## src/hw/ctu_pkg.sv

```systemverilog
package ctu_pkg;
    // register map, word index on the plain register port
    localparam logic [1:0] ADDR_CURRENT = 2'h0;
    localparam logic [1:0] ADDR_EDGE_LOW = 2'h1;
    localparam logic [1:0] ADDR_UNIT_HIGH = 2'h2;
    localparam logic [1:0] ADDR_IRQ = 2'h3;
    // current_source_control fields
    localparam int RANGE_LSB = 0;
    localparam int TRIM_LSB = 2;
    localparam logic [7:0] CURRENT_RESET = 8'h00;
    // edge_control_low fields
    localparam int SEEN1_BIT = 0;
    localparam int SEEN2_BIT = 1;
    localparam int SRC1_LSB = 2;
    localparam int POL1_BIT = 4;
    localparam int SRC2_LSB = 5;
    localparam int POL2_BIT = 7;
    localparam logic [7:0] EDGE_LOW_RESET = 8'h00;
    // unit_control_high fields
    localparam int DISCHARGE_BIT = 1;
    localparam int ORDER_BIT = 2;
    localparam int EDGE_EN_BIT = 3;
    localparam int DELAY_MODE_BIT = 4;
    localparam int UNIT_EN_BIT = 7;
    localparam logic [7:0] UNIT_HIGH_RESET = 8'h00;
    // flag and enable byte: flag at bit 2, enable at bit 2 of upper nibble view
    localparam int IRQ_FLAG_BIT = 2;
    localparam int IRQ_EN_BIT = 6;
    // edge sources
    typedef enum logic [1:0] {
        SRC_PIN_A = 2'h0,
        SRC_PIN_B = 2'h1,
        SRC_TIMER1 = 2'h2,
        SRC_COMPARE1 = 2'h3
    } ctu_src_t;
    typedef struct packed {
        logic pin_a;
        logic pin_b;
        logic timer1;
        logic compare1;
    } ctu_sources_t;
    typedef struct packed {
        logic [1:0] addr;
        logic [7:0] wdata;
        logic wr;
        logic rd;
    } ctu_bus_t;
endpackage : ctu_pkg

```

## src/hw/ctu_edge_control.sv

```systemverilog
// Design decisions made here: the address-and-strobe port and the register offsets.
`timescale 1ns/1ps
// How it works
// RULE1: range field sits in bits 1:0 of current control; 01 is lowest.
// RULE2: six-bit signed trim in bits 7:2, zero is neutral.
// RULE3: each edge channel picks pin a, pin b, timer1 or compare1.
// RULE4: channels react to the present level, not to transitions.
// RULE5: per-channel polarity at bits 7 and 4 of the low control.
// RULE6: with ordering on, edge 2 counts only after edge 1.
// RULE7: status bits 1:0 set by hardware on a channel event.
// RULE8: config change matching the present level sets status at once.
// RULE9: current on only while exactly one status bit is set.
// RULE10: software clears both status bits together between measurements.
// RULE11: software may write status bits to switch current directly.
// RULE12: flag sets each time current goes from on to off.
// RULE13: interrupt requested only when flag and enable are both set.
// RULE14: without ordering, software reads status to see the last edge.
// RULE15: mode bit 4 of high control picks delay mode; reset is measure.
// RULE16: reset polarity is low level, ordering disabled.
// RULE17: discharge bit 1 of high control drains the circuit while set.
// RULE18: unit enable bit 7 of high control turns the unit on.
// RULE19: edge enable bit 3 gates both edge inputs.
// RULE20: software follows the documented setup order.
// RULE21: delay mode ends the pulse with comparator 2.
// RULE22: polarity one means high level, zero means low level.
// RULE23: hardware sets status only with unit and edge enables set; a comparator 2 trip in delay mode also sets both bits with edge enable clear.
// RULE24: selected edge levels are synchronised before use.
module ctu_edge_control (
    // clock and reset
    input wire logic ref_clk,
    input wire logic rst_n,
    // register port
    input wire ctu_pkg::ctu_bus_t bus,
    output logic [7:0] rdata,
    // edge sources, asynchronous
    input wire ctu_pkg::ctu_sources_t sources,
    // comparator 2 output, asynchronous
    input wire logic comparator2,
    // analog controls and interrupt request
    output logic current_on,
    output logic [1:0] current_range_sel,
    output logic [5:0] current_trim,
    output logic discharge_enable,
    output logic delay_mode_select,
    output logic unit_enable,
    output logic irq
);
    logic [7:0] current_source_control;
    logic [7:0] edge_control_low;
    logic [7:0] unit_control_high;
    logic irq_flag;
    logic irq_en;
    ctu_pkg::ctu_sources_t src_meta;
    ctu_pkg::ctu_sources_t src_sync;
    logic cmp_meta;
    logic cmp_sync;
    logic [1:0] hit;
    logic [1:0] next_seen;
    logic next_on;
    logic wr_cur;
    logic wr_low;
    logic wr_high;
    logic wr_irq;
    logic [7:0] low_view;
    logic hw_ok;

    function automatic logic pick(input ctu_pkg::ctu_sources_t s, input logic [1:0] sel);
        case (sel)
            2'h0: pick = s.pin_a;
            2'h1: pick = s.pin_b;
            2'h2: pick = s.timer1;
            default: pick = s.compare1;
        endcase
    endfunction : pick

    assign wr_cur = bus.wr && bus.addr == ctu_pkg::ADDR_CURRENT;
    assign wr_low = bus.wr && bus.addr == ctu_pkg::ADDR_EDGE_LOW;
    assign wr_high = bus.wr && bus.addr == ctu_pkg::ADDR_UNIT_HIGH;
    assign wr_irq = bus.wr && bus.addr == ctu_pkg::ADDR_IRQ;

    // two stages per source; nothing reads the first stage but the second
    always_ff @(posedge ref_clk or negedge rst_n) begin
        if (!rst_n) begin
            src_meta <= '0;
            src_sync <= '0;
            cmp_meta <= 1'b0;
            cmp_sync <= 1'b0;
        end else begin
            src_meta <= sources; // [RULE24]
            src_sync <= src_meta; // [RULE24]
            cmp_meta <= comparator2;
            cmp_sync <= cmp_meta;
        end
    end

    // the config used is the value about to be written, so a write that matches
    // the present level sets the status bit in the same cycle
    always_comb begin
        low_view = wr_low ? bus.wdata : edge_control_low;
        hw_ok = unit_control_high[ctu_pkg::UNIT_EN_BIT]
            && unit_control_high[ctu_pkg::EDGE_EN_BIT]; // [RULE18] [RULE19] [RULE23]
        hit[0] = hw_ok && (pick(src_sync, low_view[ctu_pkg::SRC1_LSB +: 2])
            == low_view[ctu_pkg::POL1_BIT]); // [RULE3] [RULE4] [RULE5] [RULE8] [RULE22]
        hit[1] = hw_ok && (pick(src_sync, low_view[ctu_pkg::SRC2_LSB +: 2])
            == low_view[ctu_pkg::POL2_BIT]); // [RULE3] [RULE4] [RULE5] [RULE8] [RULE22]
        // ordering: edge 2 waits for edge 1 already set
        if (unit_control_high[ctu_pkg::ORDER_BIT] && !edge_control_low[ctu_pkg::SEEN1_BIT]) begin
            hit[1] = 1'b0; // [RULE6]
        end
        next_seen = wr_low ? bus.wdata[1:0] : edge_control_low[1:0]; // [RULE11]
        next_seen = next_seen | hit; // [RULE7]
        // delay mode: comparator 2 trip acts as the ending edge
        if (unit_control_high[ctu_pkg::DELAY_MODE_BIT] && unit_control_high[ctu_pkg::UNIT_EN_BIT]
            && cmp_sync && next_seen != 2'h0) begin
            next_seen = 2'h3; // [RULE21]
        end
        // current also needs the unit on, so a disabled unit never drives the pin
        next_on = unit_control_high[ctu_pkg::UNIT_EN_BIT]
            && (next_seen[0] ^ next_seen[1]); // [RULE9]
    end

    always_ff @(posedge ref_clk or negedge rst_n) begin
        if (!rst_n) begin
            current_source_control <= ctu_pkg::CURRENT_RESET;
        end else if (wr_cur) begin
            current_source_control <= bus.wdata; // [RULE1] [RULE2]
        end
    end

    always_ff @(posedge ref_clk or negedge rst_n) begin
        if (!rst_n) begin
            edge_control_low <= ctu_pkg::EDGE_LOW_RESET; // [RULE16]
        end else begin
            edge_control_low <= {low_view[7:2], next_seen}; // [RULE7] [RULE11]
        end
    end

    always_ff @(posedge ref_clk or negedge rst_n) begin
        if (!rst_n) begin
            unit_control_high <= ctu_pkg::UNIT_HIGH_RESET; // [RULE15] [RULE16]
        end else if (wr_high) begin
            unit_control_high <= bus.wdata;
        end
    end

    always_ff @(posedge ref_clk or negedge rst_n) begin
        if (!rst_n) begin
            current_on <= 1'b0;
        end else begin
            current_on <= next_on; // [RULE9]
        end
    end

    // set on the falling current wins over a software clear in the same cycle
    always_ff @(posedge ref_clk or negedge rst_n) begin
        if (!rst_n) begin
            irq_flag <= 1'b0;
            irq_en <= 1'b0;
        end else begin
            if (current_on && !next_on) begin
                irq_flag <= 1'b1; // [RULE12]
            end else if (wr_irq) begin
                irq_flag <= bus.wdata[ctu_pkg::IRQ_FLAG_BIT];
            end
            if (wr_irq) begin
                irq_en <= bus.wdata[ctu_pkg::IRQ_EN_BIT];
            end
        end
    end

    always_ff @(posedge ref_clk or negedge rst_n) begin
        if (!rst_n) begin
            irq <= 1'b0;
        end else begin
            irq <= (irq_flag || (current_on && !next_on)) && irq_en; // [RULE13]
        end
    end

    always_ff @(posedge ref_clk or negedge rst_n) begin
        if (!rst_n) begin
            current_range_sel <= 2'h0;
            current_trim <= 6'h00;
            discharge_enable <= 1'b0;
            delay_mode_select <= 1'b0;
            unit_enable <= 1'b0;
        end else begin
            current_range_sel <= current_source_control[ctu_pkg::RANGE_LSB +: 2]; // [RULE1]
            current_trim <= current_source_control[ctu_pkg::TRIM_LSB +: 6]; // [RULE2]
            discharge_enable <= unit_control_high[ctu_pkg::DISCHARGE_BIT]; // [RULE17]
            delay_mode_select <= unit_control_high[ctu_pkg::DELAY_MODE_BIT]; // [RULE15]
            unit_enable <= unit_control_high[ctu_pkg::UNIT_EN_BIT]; // [RULE18]
        end
    end

    always_ff @(posedge ref_clk or negedge rst_n) begin
        if (!rst_n) begin
            rdata <= 8'h00;
        end else if (bus.rd) begin
            case (bus.addr)
                ctu_pkg::ADDR_CURRENT: rdata <= current_source_control;
                ctu_pkg::ADDR_EDGE_LOW: rdata <= edge_control_low;
                ctu_pkg::ADDR_UNIT_HIGH: rdata <= unit_control_high;
                ctu_pkg::ADDR_IRQ: rdata <= {1'b0, irq_en, 3'h0, irq_flag, 2'h0};
                default: rdata <= 8'h00;
            endcase
        end else begin
            rdata <= 8'h00;
        end
    end

    // status pair and current_on are updated on the same edge
    AST_ON_EXACT_ONE: assert property (@(posedge ref_clk) disable iff (!rst_n) // [RULE9]
        current_on
        |-> (edge_control_low[ctu_pkg::SEEN1_BIT] ^ edge_control_low[ctu_pkg::SEEN2_BIT]))
        else $error("current on without exactly one status bit");

    AST_FLAG_ON_FALL: assert property (@(posedge ref_clk) disable iff (!rst_n) // [RULE12]
        $fell(current_on) |-> irq_flag)
        else $error("flag not set after current turned off");

    AST_IRQ_GATED: assert property (@(posedge ref_clk) disable iff (!rst_n) // [RULE13]
        irq |-> $past(irq_en))
        else $error("interrupt without enable");

    AST_ORDER: assert property (@(posedge ref_clk) disable iff (!rst_n) // [RULE6]
        (!wr_low && edge_control_low[1:0] == 2'h0 && unit_control_high[ctu_pkg::ORDER_BIT])
        |=> !(edge_control_low[ctu_pkg::SEEN2_BIT] && !edge_control_low[ctu_pkg::SEEN1_BIT]))
        else $error("edge 2 accepted before edge 1");

    AST_NO_HW_SET: assert property (@(posedge ref_clk) disable iff (!rst_n) // [RULE19] [RULE23]
        (!wr_low && !unit_control_high[ctu_pkg::EDGE_EN_BIT]
            && !unit_control_high[ctu_pkg::DELAY_MODE_BIT] && edge_control_low[1:0] == 2'h0)
        |=> edge_control_low[1:0] == 2'h0)
        else $error("status set while edges disabled");

    AST_SW_WRITE: assert property (@(posedge ref_clk) disable iff (!rst_n) // [RULE11]
        (wr_low && !hw_ok && !unit_control_high[ctu_pkg::DELAY_MODE_BIT])
        |=> edge_control_low[1:0] == $past(bus.wdata[1:0]))
        else $error("status write not taken");

    AST_LEVEL_SET: assert property (@(posedge ref_clk) disable iff (!rst_n) // [RULE4] [RULE7]
        (hw_ok && !wr_low && src_sync.pin_a == edge_control_low[ctu_pkg::POL1_BIT]
            && edge_control_low[ctu_pkg::SRC1_LSB +: 2] == 2'h0)
        |=> edge_control_low[ctu_pkg::SEEN1_BIT])
        else $error("matching level did not set edge 1");

    // a second write right behind the first would move the output again
    AST_RANGE_OUT: assert property (@(posedge ref_clk) disable iff (!rst_n) // [RULE1]
        (wr_cur ##1 !wr_cur) |=> current_range_sel == $past(bus.wdata[1:0], 2))
        else $error("range output does not follow register");

    AST_TRIM_OUT: assert property (@(posedge ref_clk) disable iff (!rst_n) // [RULE2]
        (wr_cur ##1 !wr_cur) |=> current_trim == $past(bus.wdata[7:2], 2))
        else $error("trim output does not follow register");

    AST_CTRL_OUT: assert property (@(posedge ref_clk) disable iff (!rst_n) // [RULE15] [RULE17] [RULE18]
        {discharge_enable, delay_mode_select, unit_enable}
        == {$past(unit_control_high[ctu_pkg::DISCHARGE_BIT]),
            $past(unit_control_high[ctu_pkg::DELAY_MODE_BIT]),
            $past(unit_control_high[ctu_pkg::UNIT_EN_BIT])})
        else $error("control outputs do not follow register");

    AST_OFF_NO_UNIT: assert property (@(posedge ref_clk) disable iff (!rst_n) // [RULE9] [RULE18]
        !unit_control_high[ctu_pkg::UNIT_EN_BIT] |=> !current_on)
        else $error("current on while unit disabled");

    AST_ON_ONE_SET: assert property (@(posedge ref_clk) disable iff (!rst_n) // [RULE9] [RULE11]
        (unit_control_high[ctu_pkg::UNIT_EN_BIT] && !wr_low && !hw_ok
            && !unit_control_high[ctu_pkg::DELAY_MODE_BIT]
            && (edge_control_low[ctu_pkg::SEEN1_BIT] ^ edge_control_low[ctu_pkg::SEEN2_BIT]))
        |=> current_on)
        else $error("current off with exactly one status bit");

    // hardware only ever sets status; clearing is left to software
    AST_SEEN_STICKY: assert property (@(posedge ref_clk) disable iff (!rst_n) // [RULE7]
        !wr_low
        |=> (edge_control_low[1:0] & $past(edge_control_low[1:0])) == $past(edge_control_low[1:0]))
        else $error("status bit cleared by hardware");

    AST_CFG_KEEP: assert property (@(posedge ref_clk) disable iff (!rst_n) // [RULE3] [RULE5]
        !wr_low |=> $stable(edge_control_low[7:2]))
        else $error("edge config changed without a write");

    AST_CFG_WRITE: assert property (@(posedge ref_clk) disable iff (!rst_n) // [RULE3] [RULE5]
        wr_low |=> edge_control_low[7:2] == $past(bus.wdata[7:2]))
        else $error("edge config write not taken");

    AST_WRITE_MATCH: assert property (@(posedge ref_clk) disable iff (!rst_n) // [RULE8]
        (wr_low && hw_ok && bus.wdata[ctu_pkg::SRC1_LSB +: 2] == 2'h0
            && src_sync.pin_a == bus.wdata[ctu_pkg::POL1_BIT])
        |=> edge_control_low[ctu_pkg::SEEN1_BIT])
        else $error("matching config write did not set edge 1");

    AST_POL_HIGH: assert property (@(posedge ref_clk) disable iff (!rst_n) // [RULE5] [RULE22]
        (hw_ok && !wr_low && !unit_control_high[ctu_pkg::ORDER_BIT]
            && edge_control_low[ctu_pkg::SRC2_LSB +: 2] == 2'h0
            && edge_control_low[ctu_pkg::POL2_BIT] && src_sync.pin_a)
        |=> edge_control_low[ctu_pkg::SEEN2_BIT])
        else $error("high level did not set edge 2");

    AST_ORDER_OFF: assert property (@(posedge ref_clk) disable iff (!rst_n) // [RULE6] [RULE22]
        (hw_ok && !wr_low && !unit_control_high[ctu_pkg::ORDER_BIT]
            && edge_control_low[ctu_pkg::SRC2_LSB +: 2] == 2'h0
            && !edge_control_low[ctu_pkg::POL2_BIT] && !src_sync.pin_a)
        |=> edge_control_low[ctu_pkg::SEEN2_BIT])
        else $error("low level did not set edge 2 without ordering");

    AST_DELAY_END: assert property (@(posedge ref_clk) disable iff (!rst_n) // [RULE21]
        (unit_control_high[ctu_pkg::UNIT_EN_BIT] && unit_control_high[ctu_pkg::DELAY_MODE_BIT]
            && cmp_sync && !wr_low && edge_control_low[1:0] != 2'h0)
        |=> edge_control_low[1:0] == 2'h3)
        else $error("comparator trip did not end the pulse");

    AST_IRQ_QUIET: assert property (@(posedge ref_clk) disable iff (!rst_n) // [RULE13]
        (!irq_flag && !(current_on && !next_on)) |=> !irq)
        else $error("interrupt without flag");

    AST_IRQ_RAISE: assert property (@(posedge ref_clk) disable iff (!rst_n) // [RULE13]
        (irq_flag && irq_en) |=> irq)
        else $error("flag and enable set but no interrupt");

    AST_FLAG_CLEAR: assert property (@(posedge ref_clk) disable iff (!rst_n) // [RULE12]
        (wr_irq && !bus.wdata[ctu_pkg::IRQ_FLAG_BIT] && !(current_on && !next_on))
        |=> !irq_flag)
        else $error("flag clear not taken");

    AST_FLAG_HOLD: assert property (@(posedge ref_clk) disable iff (!rst_n) // [RULE12]
        (irq_flag && !wr_irq) |=> irq_flag)
        else $error("flag lost without a write");

    AST_EN_WRITE: assert property (@(posedge ref_clk) disable iff (!rst_n) // [RULE13]
        wr_irq |=> irq_en == $past(bus.wdata[ctu_pkg::IRQ_EN_BIT]))
        else $error("interrupt enable write not taken");

    AST_CUR_WRITE: assert property (@(posedge ref_clk) disable iff (!rst_n) // [RULE1] [RULE2]
        wr_cur |=> current_source_control == $past(bus.wdata))
        else $error("current control write not taken");

    AST_CUR_HOLD: assert property (@(posedge ref_clk) disable iff (!rst_n) // [RULE1] [RULE2]
        !wr_cur |=> $stable(current_source_control))
        else $error("current control changed without a write");

    AST_HIGH_WRITE: assert property (@(posedge ref_clk) disable iff (!rst_n) // [RULE15]
        wr_high |=> unit_control_high == $past(bus.wdata))
        else $error("unit control write not taken");

    AST_HIGH_HOLD: assert property (@(posedge ref_clk) disable iff (!rst_n) // [RULE15]
        !wr_high |=> $stable(unit_control_high))
        else $error("unit control changed without a write");

    // read data stand for one cycle only, zero otherwise
    AST_RDATA_IDLE: assert property (@(posedge ref_clk) disable iff (!rst_n)
        !bus.rd |=> rdata == 8'h00)
        else $error("read data without a read");

    AST_RDATA_CUR: assert property (@(posedge ref_clk) disable iff (!rst_n)
        (bus.rd && bus.addr == ctu_pkg::ADDR_CURRENT)
        |=> rdata == $past(current_source_control))
        else $error("wrong current control read data");

    AST_RDATA_LOW: assert property (@(posedge ref_clk) disable iff (!rst_n)
        (bus.rd && bus.addr == ctu_pkg::ADDR_EDGE_LOW)
        |=> rdata == $past(edge_control_low))
        else $error("wrong edge control read data");

    AST_RDATA_HIGH: assert property (@(posedge ref_clk) disable iff (!rst_n)
        (bus.rd && bus.addr == ctu_pkg::ADDR_UNIT_HIGH)
        |=> rdata == $past(unit_control_high))
        else $error("wrong unit control read data");

    AST_RDATA_IRQ: assert property (@(posedge ref_clk) disable iff (!rst_n) // [RULE12] [RULE13]
        (bus.rd && bus.addr == ctu_pkg::ADDR_IRQ)
        |=> rdata == {1'b0, $past(irq_en), 3'h0, $past(irq_flag), 2'h0})
        else $error("wrong flag and enable read data");
endmodule : ctu_edge_control

```

## config.mk

```make
export PLATFORM = sky130hd
export DESIGN_NAME = ctu_edge_control
export DESIGN_NICKNAME = d
export VERILOG_FILES = /design/src/hw/ctu_pkg.sv /design/src/hw/ctu_edge_control.sv
export SDC_FILE = /design/constraint.sdc
export NUM_CORES = 1
export LEC_CHECK = 0
export ABC_AREA = 1
export BUFFER_PORTS_ARGS = -buffer_cell sky130_fd_sc_hd__buf_2
export CORE_MARGIN = 2
export CORE_UTILIZATION = 50
export DETAILED_ROUTE_END_ITERATION = 16
export PLACE_DENSITY = 0.81
export SYNTH_ARGS = -nofsm -noshare
export SYNTH_HDL_FRONTEND = slang
export SYNTH_SLANG_ARGS = --single-unit
```

## constraint.sdc

```tcl
create_clock -name ref_clk -period 3.8 [get_ports ref_clk]
set_input_delay 0.76 -clock ref_clk [delete_from_list [all_inputs] [get_ports ref_clk]]
set_output_delay 0.76 -clock ref_clk [all_outputs]
set_load 0.1 [all_outputs]
```

==> flow_metrics.py <==
metrics = {
    "synthesis": {
        "synth.avg_cell_area_um2": 9.55,
        "synth-seq-cells": 57,
        "netlist_instances": 230,
        "syn_nets": 249,
        "synthFlopType": "dfrtp_1",
        "yosysWarnings": 0,
        "yosysSeqAreaShare_pct": 64.9,
        "async_flop_share_pct": 100,
        "synth_edf_count": 0,
        "syn_area_um2": 2200,
        "ys_types": 21,
    },
    "grt": {
        "antenna_found_initial": 0,
        "grt_max_degree": 33,
        "grt_usage_pct": 19.8,
        "grt_pass1_wl_mm": 7.36,
        "grt_remaining_overflow": 0,
        "grt_pass1_vias": 1557,
    },
    "flow_run": {
        "cap_violations": 0,
    },
    "hold_path": {
        "hp-class": "register to register",
        "hold_end": "src_sync[0]",
        "min_path_cells": 0,
        "hold_start": "src_meta[0]",
    },
    "placement": {
        "hpwl_mm": 2.99,
        "globalplace.congestion": 0.856,
        "io_buffers": 39,
        "postPlaceCellArea_um2": 2440,
    },
    "power": {
        "p_leak_nw": 1.45,
        "power_density_nw_per_um2": 661,
        "peakVddDrop_v": 0.000398,
    },
    "routing": {
        "avgRoutedWirePerCell_um": 12.8,
        "vias_per_cell": 4.89,
        "drc": 0,
        "drt_iter0_markers": 91,
        "wl_mm": 4.29,
        "drtAntennaViolNets": 0,
        "routed-via-count": 1634,
        "dr.pass1.iters": 4,
    },
    "finish": {
        "final_util_pct": 61.7,
        "drive_above_1_share_pct": 21.3,
        "area.growth.synth_to_final_pct": 20.6,
        "fin_nets": 296,
        "fin_area_um2": 2650,
        "n_antenna_cell": 0,
        "fillers": 385,
    },
    "sta": {
        "period_share_pct": 57.6,
        "worstMarginPinSlew_ns": 0.760,
        "post-route-min-period_ns": 2.19,
        "finClkSkew_ns": 0.00843,
        "fmax_ghz": 0.457,
        "grt_setup_unrepaired": "no",
        "hold_viol": 0,
        "slew_headroom_pct": 49.2,
        "setup_viol": 0,
        "drv_slew": 0,
        "setup_tns_ns": 0,
    },
    "setup_path": {
        "cp_max_fo": 17,
        "cp-startpoint": "bus[11]",
        "critical_path_class": "input port to register",
        "critPathLaunchType": "input port",
        "worst_setup_path_end_kind": "register",
        "r2r-start": "edge_control_low[6]",
        "worstPathArrival_ns": 2.39,
        "r2r-end": "irq",
        "reg2reg_depth": 13,
        "worstPathRequired_ns": 4.01,
        "r2r_slack_ns": 2.16,
    },
    "cts": {
        "cts_setup_buffers": 0,
        "cts.sinks": 57,
        "post_cts_resized": 0,
        "clock_path_buffers": 2,
        "cts_tree": "built",
        "h-tree-depth": 3,
        "clk_pin_slew_ns": 0.06,
        "cts_buffers": 9,
        "clock_latency_ns": 0.33,
        "postCtsHoldBufs": 0,
        "cts_root_buffer": "clkbuf_8",
    },
    "status": {
        "status": "finished clean",
    },
    "floorplan": {
        "start_util_pct": 51.2,
        "dieHeight_um": 70.3,
        "die_w_um": 70.3,
        "core_um2": 4290,
        "fp.dieArea_um2": 4940,
        "io_pins": 40,
        "rows": 24,
    },
}
==> power breakdown <==
group	switching, W	internal, W
sequential	0.0000435	0.000691
clock	0.000225	0.000356
combinational	0.000353	0.0000828
==> kinds of logic after synthesis <==
kind of cell / synth area share, %
AND/OR/NAND/NOR: 20.0
buffers and inverters: 6.21
flip-flops: 64.9
AO/OA/AOI/OAI: 8.83
==> worst max-delay path by stage <==
stage | endpoint | cells past startpoint | slack (ns)
after global routing | irq | 16 | 1.43
after floorplan | irq | 14 | 1.62
final | irq | 16 | 1.61
after global placement | irq | 16 | 1.36
after CTS | unit_control_high[1] | 5 | 1.62
after detailed placement | unit_control_high[1] | 5 | 1.28
==> layout make-up <==
| class | count | area [um^2] | share of cell area [%] |
|---|---|---|---|
| sequential | 57 | 1430 | 53.8 |
| multi-input combinational | 139 | 634 | 23.9 |
| timing repair buffer | 40 | 203 | 7.65 |
| clock buffer | 14 | 173 | 6.52 |
| inverter | 30 | 113 | 4.25 |
| tap | 52 | 65.1 | 2.46 |
| clock inverter | 2 | 35.0 | 1.32 |
==> flip-flops by register name (all words and copies together) (netlist names) <==
signal and cells:
cmp_meta 1, irq_flag 1, rdata 8, src_sync 4, cmp_sync 1, current_on 1
current_range_sel 2, irq 1, edge_control_low 8, unit_enable 1, unit_control_high 8, delay_mode_select 1
irq_en 1, src_meta 4, current_trim 6, current_source_control 8, discharge_enable 1
==> worst max-delay path: stages <==
cell and delay [ns]:
buf_2 0.13, inv_2 0.11, nand3_4 0.20, nand2_1 0.16
nand2_1 0.10, nand2_1 0.07, nand3_1 0.08, nand2_1 0.09
nand2_1 0.05, nand3_1 0.06, nand2_1 0.09, a21o_2 0.21
nand2_1 0.05, nand2_1 0.08, nand2_1 0.08, a21oi_1 0.07
==> stage by stage <==
step	instances	hold slack (ns)	total power, W	setup slack [ns]
finish	334	0.349	0.00175	1.61
global route	334	0.354	0.00184	1.43
CTS	334	0.351	0.00176	1.62
detailed placement	318	0.336	0.00118	1.28
global placement	318	0.331	0.00118	1.36
floorplan	230	0.331	0.00109	1.62
==> metal layers <==
metal	up-vias	global-route usage, %	wire length [um]
met4	0	6.84	43
met5	-	0	0
met3	6	8.08	232
li1	823	-	-
met2	40	31.9	2120
met1	765	24.2	1890
==> cells in the final DEF (no fill, tap or decap), types with 2 or more instances in the layout <==
cell type,count
nor2_1,9
clkbuf_8,12
clkbuf_1,2
dfrtp_1,57
inv_1,29
o21ai_1,3
nand3_1,20
nand2_1,70
buf_2,39
o21ai_0,22
a21oi_1,4
o21ai_2,2
nand4_1,2
==> synth_stat cells, types with 2 or more instances <==
library cell  count  area (um^2)
dfrtp_1          57         1430
clkbuf_1          2         7.51
o21ai_0          22          110
nand2_1          70          263
inv_1            29          109
nand4_1           2         12.5
nor2_1            9         33.8
a21oi_1           4         20.0
nand3_1          20          100
o21ai_2           2         17.5
o21ai_1           3         15.0
(Power assumes the default switching activity.)
